==> config.mk <==
export PLATFORM = sky130hd
export DESIGN_NAME = pdcr_regs
export DESIGN_NICKNAME = d
export VERILOG_FILES = /design/src/pdcr_pkg.sv /design/src/pdcr_regs.sv
export SDC_FILE = /design/constraint.sdc
export NUM_CORES = 1
export LEC_CHECK = 0
export BUFFER_PORTS_ARGS = -buffer_cell sky130_fd_sc_hd__buf_2
export CAP_MARGIN = 5
export CORE_ASPECT_RATIO = 0.5
export CORE_MARGIN = 5
export CORE_UTILIZATION = 30
export CTS_CLUSTER_DIAMETER = 200
export DETAILED_ROUTE_END_ITERATION = 16
export GPL_TIMING_DRIVEN = 1
export SLEW_MARGIN = 20
export SYNTH_ARGS = -nofsm -noshare
export SYNTH_HDL_FRONTEND = slang
export SYNTH_SLANG_ARGS = --single-unit
==> constraint.sdc <==
create_clock -name ref_clk -period 1.6 [get_ports ref_clk]
set_input_delay 0.32 -clock ref_clk [delete_from_list [all_inputs] [get_ports ref_clk]]
set_output_delay 0.32 -clock ref_clk [all_outputs]
set_load 0.005 [all_outputs]
==> src/pdcr_pkg.sv <==
package pdcr_pkg;

    // ==========================================================
    // Register indexes
    localparam logic [2:0] REF_PREDIV_IDX = 3'h0;
    localparam logic [2:0] FB_MOD_IDX = 3'h1;
    localparam logic [2:0] FB_INT_IDX = 3'h2;
    localparam logic [2:0] FB_FRAC_IDX = 3'h3;
    localparam logic [2:0] OSC_BIAS_IDX = 3'h4;
    localparam logic [2:0] SYS_DIV_IDX = 3'h5;
    localparam int REG_COUNT = 6;

    // ==========================================================
    // Field positions
    localparam int MOD_EN_BIT = 7;
    localparam int MOD_ORDER_MSB = 1;
    localparam int PREDIV_MSB = 2;
    localparam int BIAS_MSB = 4;
    localparam int SYS_DIV_MSB = 4;
    localparam int FB_INT_MSB = 7;
    localparam int FB_FRAC_MSB = 15;

    // ==========================================================
    // Reset values
    localparam logic [2:0] PREDIV_RESET = 3'h1;
    localparam logic MOD_EN_RESET = 1'h1;
    localparam logic [1:0] MOD_ORDER_RESET = 2'h1;
    localparam logic [7:0] FB_INT_RESET = 8'h23;
    localparam logic [15:0] FB_FRAC_RESET = 16'h2800;
    localparam logic [4:0] BIAS_RESET = 5'h04;
    localparam logic [4:0] SYS_DIV_RESET = 5'h0C;

    // ==========================================================
    // Encodings
    localparam logic [1:0] ORDER_INTEGER = 2'h0;
    localparam logic [1:0] SYS_PRE_SHIFT = 2'h2;

    typedef struct packed {
        logic [2:0] prediv;
        logic modEnable;
        logic [1:0] modOrder;
        logic [7:0] fbInt;
        logic [15:0] fbFrac;
        logic [4:0] biasSet;
        logic [4:0] sysDiv;
        logic [15:0] rdData;
        logic rdValid;
        logic [5:0] convInput;
        logic [15:0] fbFracEff;
        logic [1:0] modOrderEff;
        logic [6:0] sysDivTotal;
    } pdcr_state_type;

endpackage

==> src/pdcr_regs.sv <==
`timescale 1ns/1ps
`default_nettype none
module pdcr_regs (
    // Clock and reset
    input wire logic ref_clk,
    input wire logic rst,
    // Register port
    input wire logic [2:0] regAddr,
    input wire logic regWrEn,
    input wire logic regRdEn,
    input wire logic [15:0] regWrData,
    output logic [15:0] regRdData,
    output logic regRdValid,
    // Dynamic converter control from modulator
    input wire logic [4:0] dacDynamic,
    // Divider chain controls
    output logic [2:0] refPredivCode,
    output logic feedbackModulatorEnable,
    output logic [1:0] feedbackModulatorOrder,
    output logic [7:0] feedbackDivideInteger,
    output logic [15:0] feedbackDivideFraction,
    output logic [5:0] converterInput,
    output logic [4:0] sysDivInteger,
    output logic [6:0] sysDivTotal
);

    pdcr_pkg::pdcr_state_type stateReg;
    pdcr_pkg::pdcr_state_type stateNext;
    logic [pdcr_pkg::REG_COUNT-1:0] wrSel;
    logic [pdcr_pkg::REG_COUNT-1:0] rdSel;

    // ==========================================================
    // Address decode
    function automatic logic addrHit(input logic [2:0] a, input int idx);
        return a == 3'(idx);
    endfunction

    // One write and one read select per mapped register
    for (genvar i = 0; i < pdcr_pkg::REG_COUNT; i++) begin : g_reg_sel
        assign wrSel[i] = regWrEn && addrHit(regAddr, i);
        assign rdSel[i] = regRdEn && addrHit(regAddr, i);
    end

    // ==========================================================
    // Register images, reserved bits read zero
    function automatic logic [15:0] predivImage(input pdcr_pkg::pdcr_state_type s);
        logic [15:0] d;
        d = 16'h0000;
        d[pdcr_pkg::PREDIV_MSB:0] = s.prediv;
        return d;
    endfunction

    function automatic logic [15:0] modImage(input pdcr_pkg::pdcr_state_type s);
        logic [15:0] d;
        d = 16'h0000;
        d[pdcr_pkg::MOD_EN_BIT] = s.modEnable;
        d[pdcr_pkg::MOD_ORDER_MSB:0] = s.modOrder;
        return d;
    endfunction

    function automatic logic [15:0] intImage(input pdcr_pkg::pdcr_state_type s);
        logic [15:0] d;
        d = 16'h0000;
        d[pdcr_pkg::FB_INT_MSB:0] = s.fbInt;
        return d;
    endfunction

    function automatic logic [15:0] fracImage(input pdcr_pkg::pdcr_state_type s);
        logic [15:0] d;
        d = 16'h0000;
        d[pdcr_pkg::FB_FRAC_MSB:0] = s.fbFrac;
        return d;
    endfunction

    function automatic logic [15:0] biasImage(input pdcr_pkg::pdcr_state_type s);
        logic [15:0] d;
        d = 16'h0000;
        d[pdcr_pkg::BIAS_MSB:0] = s.biasSet;
        return d;
    endfunction

    function automatic logic [15:0] sysDivImage(input pdcr_pkg::pdcr_state_type s);
        logic [15:0] d;
        d = 16'h0000;
        d[pdcr_pkg::SYS_DIV_MSB:0] = s.sysDiv;
        return d;
    endfunction

    // ==========================================================
    // Read mux, zero for unmapped indexes
    function automatic logic [15:0] readMux(input logic [pdcr_pkg::REG_COUNT-1:0] sel,
                                            input pdcr_pkg::pdcr_state_type s);
        logic [15:0] d;
        d = 16'h0000;
        if (sel[pdcr_pkg::REF_PREDIV_IDX]) begin
            d = d | predivImage(s);
        end
        if (sel[pdcr_pkg::FB_MOD_IDX]) begin
            d = d | modImage(s);
        end
        if (sel[pdcr_pkg::FB_INT_IDX]) begin
            d = d | intImage(s);
        end
        if (sel[pdcr_pkg::FB_FRAC_IDX]) begin
            d = d | fracImage(s);
        end
        if (sel[pdcr_pkg::OSC_BIAS_IDX]) begin
            d = d | biasImage(s);
        end
        if (sel[pdcr_pkg::SYS_DIV_IDX]) begin
            d = d | sysDivImage(s);
        end
        return d;
    endfunction

    // ==========================================================
    // Derived controls
    function automatic logic [15:0] effFraction(input pdcr_pkg::pdcr_state_type s);
        logic [15:0] f;
        f = 16'h0000;
        // Disabled modulator: integer-only division
        if (s.modEnable) begin
            f = s.fbFrac;
        end
        return f;
    endfunction

    function automatic logic [1:0] effOrder(input pdcr_pkg::pdcr_state_type s);
        logic [1:0] o;
        o = pdcr_pkg::ORDER_INTEGER;
        // Reserved order code passes through as stored
        if (s.modEnable) begin
            o = s.modOrder;
        end
        return o;
    endfunction

    function automatic logic [5:0] convSum(input logic [4:0] bias, input logic [4:0] dyn);
        logic [5:0] sum;
        sum = 6'({1'b0, bias} + {1'b0, dyn});
        return sum;
    endfunction

    function automatic logic [6:0] sysTotal(input logic [4:0] div);
        logic [6:0] t;
        t = 7'({2'b00, div} << pdcr_pkg::SYS_PRE_SHIFT);
        return t;
    endfunction

    // ==========================================================
    // Power-on contents
    function automatic pdcr_pkg::pdcr_state_type resetState();
        pdcr_pkg::pdcr_state_type s;
        // Derived fields stay zero until the first edge after rst is released
        s = '0;
        s.prediv = pdcr_pkg::PREDIV_RESET;
        s.modEnable = pdcr_pkg::MOD_EN_RESET;
        s.modOrder = pdcr_pkg::MOD_ORDER_RESET;
        s.fbInt = pdcr_pkg::FB_INT_RESET;
        s.fbFrac = pdcr_pkg::FB_FRAC_RESET;
        s.biasSet = pdcr_pkg::BIAS_RESET;
        s.sysDiv = pdcr_pkg::SYS_DIV_RESET;
        return s;
    endfunction

    // ==========================================================
    // Next state
    always_comb begin
        stateNext = stateReg;
        // Read shows contents from before a same-cycle write
        stateNext.rdValid = regRdEn;
        stateNext.rdData = readMux(rdSel, stateReg);
        // Register writes
        if (wrSel[pdcr_pkg::REF_PREDIV_IDX]) begin
            stateNext.prediv = regWrData[pdcr_pkg::PREDIV_MSB:0];
        end
        if (wrSel[pdcr_pkg::FB_MOD_IDX]) begin
            stateNext.modEnable = regWrData[pdcr_pkg::MOD_EN_BIT];
            stateNext.modOrder = regWrData[pdcr_pkg::MOD_ORDER_MSB:0];
        end
        if (wrSel[pdcr_pkg::FB_INT_IDX]) begin
            stateNext.fbInt = regWrData[pdcr_pkg::FB_INT_MSB:0];
        end
        if (wrSel[pdcr_pkg::FB_FRAC_IDX]) begin
            stateNext.fbFrac = regWrData[pdcr_pkg::FB_FRAC_MSB:0];
        end
        if (wrSel[pdcr_pkg::OSC_BIAS_IDX]) begin
            stateNext.biasSet = regWrData[pdcr_pkg::BIAS_MSB:0];
        end
        if (wrSel[pdcr_pkg::SYS_DIV_IDX]) begin
            stateNext.sysDiv = regWrData[pdcr_pkg::SYS_DIV_MSB:0];
        end
        // Derived controls lag stored fields by one cycle
        stateNext.fbFracEff = effFraction(stateReg);
        stateNext.modOrderEff = effOrder(stateReg);
        stateNext.convInput = convSum(stateReg.biasSet, dacDynamic);
        stateNext.sysDivTotal = sysTotal(stateReg.sysDiv);
        if (rst) begin
            stateNext = resetState();
        end
    end

    // ==========================================================
    // State register
    always_ff @(posedge ref_clk) begin
        stateReg <= stateNext;
    end

    // ==========================================================
    // Outputs
    assign regRdData = stateReg.rdData;
    assign regRdValid = stateReg.rdValid;
    assign refPredivCode = stateReg.prediv;
    assign feedbackModulatorEnable = stateReg.modEnable;
    assign feedbackModulatorOrder = stateReg.modOrderEff;
    assign feedbackDivideInteger = stateReg.fbInt;
    assign feedbackDivideFraction = stateReg.fbFracEff;
    assign converterInput = stateReg.convInput;
    assign sysDivInteger = stateReg.sysDiv;
    assign sysDivTotal = stateReg.sysDivTotal;

endmodule // pdcr_regs
`default_nettype wire

==> results of run 1 <==
==> flip-flops by register name, summed over array words and instances, names as in the netlist <==
| register | flops |
|---|---|
| stateReg | 23 |
| feedbackDivideFraction | 16 |
| feedbackModulatorEnable | 1 |
| converterInput | 6 |
| feedbackDivideInteger | 8 |
| sysDivTotal | 5 |
| regRdValid | 1 |
| refPredivCode | 3 |
| sysDivInteger | 5 |
| regRdData | 16 |
| feedbackModulatorOrder | 2 |
==> routing by layer <==
metal	up-vias	wire (µm)	track usage, %
li1	1254	-	-
met1	1116	3600	13.0
met2	52	3710	17.7
met3	8	445	4.06
met4	0	88	3.31
met5	-	0	0
==> worst paths after layout <==
path                  endpoint  slack, ps  cells past startpoint
max          converterInput[4]         70                      6
min               stateReg[69]        230                      3
max reg2reg  converterInput[4]         70                      6
min reg2reg       stateReg[68]        460                      2
==> per-stage QoR <==
stage / hold WS [ps] / util (%) / setup TNS (ps) / worst slack (ps) / instances
6_report: 229 / 35.7 / 0 / 66.5 / 585
5_1_grt: 217 / 35.7 / 0 / 14.9 / 585
2_1_floorplan: 438 / - / 0 / 18.4 / 375
3_5_place_dp: 461 / 32.9 / -112 / -112 / 568
3_3_place_gp: 446 / 32.9 / -86.8 / -86.8 / 568
4_1_cts: 213 / 35.6 / 0 / 12.6 / 584
==> cell usage after synthesis, types with 4 or more instances <==
library cell and instances:
dfxtp_1 86, buf_4 67, nor2_1 34, nand2_1 30, and2_1 26, mux2i_1 26
a21oi_1 20, nor2b_1 13, a211o_1 7, nor3_1 7, ha_1 5, inv_1 5
buf_6 4, clkbuf_1 4, mux2_1 4
==> power groups by stage <==
stage	logic, µW	registers (µW)	clock network (µW)
2_1_floorplan	250	2260	0
3_3_place_gp	340	2270	0
3_5_place_dp	343	2270	0
4_1_cts	350	2220	2090
5_1_grt	383	2230	2190
6_report	346	2220	2020
==> worst register-to-register path, delay by kind of cell (launching register included) <==
kind / cells / cell delay, ps
DFF: 1 / 340
buffers and inverters: 1 / 30
adders and majority gates: 2 / 460
and+or+nand+nor: 1 / 150
AOI/OAI and AO/OA: 1 / 130
muxes: 1 / 310
==> kinds of logic (layout without fill, tap and decap cells) <==
group | count (synthesis) | count (layout) | synth area share [%]
AOI/OAI and AO/OA | 33 | 33 | 5.69
xor gates and xnor gates | 1 | 1 | 0.236
adders and majority gates | 6 | 6 | 2.22
buffers and inverters | 85 | 130 | 16.3
DFF | 86 | 86 | 46.3
muxes | 31 | 31 | 8.52
other | 1 | 2 | 0.101
and+or+nand+nor | 131 | 131 | 20.6
==> cell type report <==
type                    instances  area share, %
clock buffers                  12           5.78
clock inverters                 3           1.06
inverters                       5          0.440
multi-input cells             204           33.4
flip-flops and latches         86           40.4
well taps                     165           4.84
repair buffers                110           14.1
==> timing repair <==
item                                    in CTS  in global routing
gates resized for setup                      4                  2
pin swaps                                    1                  1
endpoints found under the setup margin       1                  1
buffers inserted                             1                  1
endpoints found under the hold margin        0                  0
==> impl_metrics.tcl, run 1 <==
set metrics [dict create \
    status "finished, final reports clean" \
    grt_pass1_vias 2320 \
    ys_types 42 \
    fillCellCount 1225 \
    overflow 0 \
    p_sw_uw 987 \
    critPathLaunch "stateReg[53]" \
    slew_violations 0 \
    wl_per_cell_um 13.4 \
    io_buffers 90 \
    min_path_type "primary input to flop" \
    period_share_pct 95.8 \
    fin_area_um2 4260 \
    dp_hpwl_mm 5.84 \
    clkPwrFrac_pct 44.0 \
    setup-violations-final 0 \
    crit_required_ps 1820 \
    clk_pin_slew_ps 60 \
    ant_nets 0 \
    regArea_um2 1720 \
    vias 2430 \
    grt_max_degree 25 \
    start_kind "flop" \
    syn_to_final_growth_pct 14.8 \
    clock_latency_ps 330 \
    drc_errors 0 \
    clock.fmax_mhz 652 \
    antenna_found_initial 0 \
    power_frac_comb_pct 7.5 \
    synth_cells 374 \
    cp_top_family "adder cells" \
    ys_ff_latch 86 \
    crit_chain "ha_4 > inv_2 > fa_2 > nand2b_4 > a21oi_2 > mux2_4" \
    postPlaceCellArea_um2 3930 \
    cts_buffers 9 \
    dieHeight_um 88.7 \
    layout-drive-gt1-share_pct 32.6 \
    multi_input_area_um2 1420 \
    ctsHoldBuffers 0 \
    netlist_top_cells_area "dfxtp_1, buf_4, mux2i_1, and2_1, nor2_1" \
    track_usage_pct 10.6 \
    intPower_uw 3600 \
    min_from "regWrData[11]" \
    skew_ps 7.21 \
    wl_mm 7.84 \
    htreeDepth 3 \
    cellPowerDensity_nw_per_um2 1080 \
    yosysTopAreaCell "dfxtp_1" \
    via_per_inst 4.15 \
    slowest_stage "dfxtp_2" \
    rsz0062_at_grt "no" \
    critPathArrivalTime_ps 1750 \
    total_power_uw 4590 \
    ys.warnings.count 0 \
    core_area_um2 11900 \
    max_stage_delay_ps 340 \
    die_w_um 167 \
    cts_tree "yes" \
    final_cell_mix "buf_2, dfxtp_1, nor2_1, nand2_1" \
    yosysSeqAreaShare_pct 46.3 \
    synth_edf_count 0 \
    dieArea_um2 14800 \
    gp_congestion 0.727 \
    layout_commonest_cell "buf_2" \
    final-hold-violation-count 0 \
    maxCapViolations 0 \
    drt_iter0_markers 112 \
    grt_pass1_wl_mm 12.3 \
    ys_async_sr_fraction_pct 0 \
    worstSetupEndpointType "flop" \
    swShare_pct 21.5 \
    synth.top_cell.area_share_pct 46.3 \
    path_max_fanout 2 \
    p_seq_share_pct 48.4 \
    num_antenna_cells 0 \
    synth_area_um2 3710 \
    ys.flop_type "dfxtp_1" \
    critical_path_class "flop to flop" \
    postSynthAreaPerCell_um2 9.93 \
    cts_sinks 86 \
    initial_core_util_pct 31.1 \
    clockBufferDepth 2 \
    cp_num_buf_inv 1 \
    fin_crit_ps 1530 \
    layout.nets 450 \
    root_buffer "clkbuf_16" \
    p_leak_uw 0.00194 \
    first_pass_iters 4 \
    reg2reg_from "stateReg[53]" \
    ir_worst_vdd_mv 0.404 \
    rows 28 \
    io_pins 93 \
]
(Power assumes the default switching activity.)
==> run 2, diff against run 1 <==
--- a/config.mk
+++ b/config.mk
@@ -9,10 +9,11 @@
 export CAP_MARGIN = 5
 export CORE_ASPECT_RATIO = 0.5
 export CORE_MARGIN = 5
-export CORE_UTILIZATION = 30
+export CORE_UTILIZATION = 48
 export CTS_CLUSTER_DIAMETER = 200
 export DETAILED_ROUTE_END_ITERATION = 16
 export GPL_TIMING_DRIVEN = 1
+export PLACE_DENSITY = 0.76
 export SLEW_MARGIN = 20
 export SYNTH_ARGS = -nofsm -noshare
 export SYNTH_HDL_FRONTEND = slang
==> run 2 against run 1 <==
Die area down 35%. Worst setup slack worse by 19 ps. Final area down 1.7%. Clock skew down 2.0 ps. Largest power group unchanged. Clock power up 4%. Final cell count down 12%. Sequential power about the same. Global-route usage up 4.5 points. Hold slack worse by 23 ps. Wire length down 8.6%. Flip-flop and latch count unchanged. Power up 1.9%.
==> impl_metrics.tcl, run 2 (synthesis results as in run 1) <==
set metrics [dict create \
    status "finished, final reports clean" \
    maxCapViolations 0 \
    start_kind "flop" \
    final-hold-violation-count 0 \
    first_pass_iters 4 \
    swShare_pct 22.6 \
    syn_to_final_growth_pct 12.8 \
    fin_crit_ps 1550 \
    worstSetupEndpointType "flop" \
    crit_required_ps 1830 \
    clockBufferDepth 2 \
    ir_worst_vdd_mv 0.594 \
    r2r-end "converterInput[4]" \
    slowest_stage "dfxtp_2" \
    cts_sinks 86 \
    clock.fmax_mhz 644 \
    io_buffers 90 \
    critical_path_class "flop to flop" \
    track_usage_pct 15.2 \
    multi_input_area_um2 1420 \
    dp_hpwl_mm 5.21 \
    layout.nets 448 \
    grt_pass1_vias 2254 \
    total_power_uw 4680 \
    critPathLaunch "stateReg[53]" \
    dieArea_um2 9710 \
    cts_buffers 9 \
    ant_nets 0 \
    min_path_type "primary input to flop" \
    path_max_fanout 2 \
    grt_max_degree 19 \
    skew_ps 5.24 \
    io_pins 93 \
    p_seq_share_pct 47.5 \
    htreeDepth 3 \
    clk_pin_slew_ps 60 \
    holdPathEnd "stateReg[69]" \
    dieHeight_um 72.2 \
    layout-drive-gt1-share_pct 32.7 \
    reg2reg_from "stateReg[53]" \
    grt_pass1_wl_mm 11.3 \
    rows 22 \
    cp_top_family "adder cells" \
    root_buffer "clkbuf_16" \
    gp_congestion 0.798 \
    max_stage_delay_ps 350 \
    ctsHoldBuffers 0 \
    hold_ws_ps 206 \
    via_per_inst 4.66 \
    final_cell_mix "buf_2, dfxtp_1, nor2_1, nand2_1" \
    overflow 0 \
    clkPwrFrac_pct 45.1 \
    rr_worst_depth 6 \
    fillCellCount 672 \
    die_w_um 134 \
    period_share_pct 97.1 \
    cellPowerDensity_nw_per_um2 1120 \
    fin_area_um2 4190 \
    vias 2400 \
    drt_iter0_markers 94 \
    cts_tree "yes" \
    whs_path_depth 3 \
    r2r_setup_slack_ps 50 \
    clock_latency_ps 340 \
    critPathArrivalTime_ps 1780 \
    power_frac_comb_pct 7.4 \
    postPlaceCellArea_um2 3850 \
    initial_core_util_pct 50.0 \
    intPower_uw 3620 \
    antenna_found_initial 0 \
    crit_chain "ha_4 > inv_1 > fa_2 > nand2b_4 > a21oi_2 > mux2_4" \
    cp_num_buf_inv 1 \
    regArea_um2 1720 \
    p_sw_uw 1060 \
    num_antenna_cells 0 \
    setup-violations-final 0 \
    largest_reg_flops 23 \
    drc_errors 0 \
    wl_mm 7.17 \
    core_area_um2 7430 \
    layout_commonest_cell "buf_2" \
    min_from "regWrData[11]" \
    wl_per_cell_um 13.9 \
    slew_violations 0 \
    largest-register "stateReg" \
    p_leak_uw 0.00194 \
]
[run 2: cell types whose count changed in the layout (fill, tap and decap cells not counted)]
cell / delta
buf_4: -3
clkinv_2: +1
clkbuf_1: -2
inv_6: +2
inv_2: -1
buf_12: +1
inv_1: +1
[run 2: worst max path at each step]
stage,to,depth (start not counted),slack [ps]
2_1_floorplan,converterInput[4],6,20
4_1_cts,converterInput[4],6,8
3_3_place_gp,converterInput[4],7,-60
5_1_grt,converterInput[4],6,-3
3_5_place_dp,converterInput[4],7,-80
6_report,converterInput[4],6,50
[run 2: final cells by class]
cell class | count | area share, %
inverters | 5 | 0.448
flip-flops and latches | 86 | 41.1
multi-input cells | 204 | 34.0
repair buffers | 108 | 14.3
well taps | 96 | 2.87
clock inverters | 6 | 1.61
clock buffers | 10 | 5.70
[run 2: timing repair]
action                                  4_1_cts  5_1_grt
gates resized for setup                       2        3
endpoints found under the setup margin        1        1
pin swaps                                     1        1
buffers inserted                              1        0
[run 2: metrics by stage]
step,instances,utilization [%],setup WS (ps),setup TNS [ps]
global route,515,56.4,-3.31,-3.31
finish,515,56.4,47.1,0
detailed placement,498,51.8,-83.5,-83.5
global placement,498,51.8,-62.8,-62.8
floorplan,375,-,18.4,0
CTS,515,56.2,7.82,0
[run 2: tightest hold or removal path, stage by stage]
cell	delay [ps]
buf_2	80
nor3_1	40
nor2_1	60
[run 2: metal layers]
layer | part of all wire (%) | track usage (%) | wire [µm]
met1 | 47 | 18.7 | 3340
met2 | 46 | 24.7 | 3300
met3 | 5.7 | 5.47 | 409
met5 | 0 | 0 | 0
met4 | 1.6 | 5.76 | 117
[run 2: power groups by stage]
stage	Combinational, µW	Sequential, µW	Clock [µW]
after floorplan	250	2260	0
after global placement	337	2270	0
after detailed placement	340	2270	0
after CTS	345	2220	2160
after global routing	385	2230	2260
final	346	2220	2110
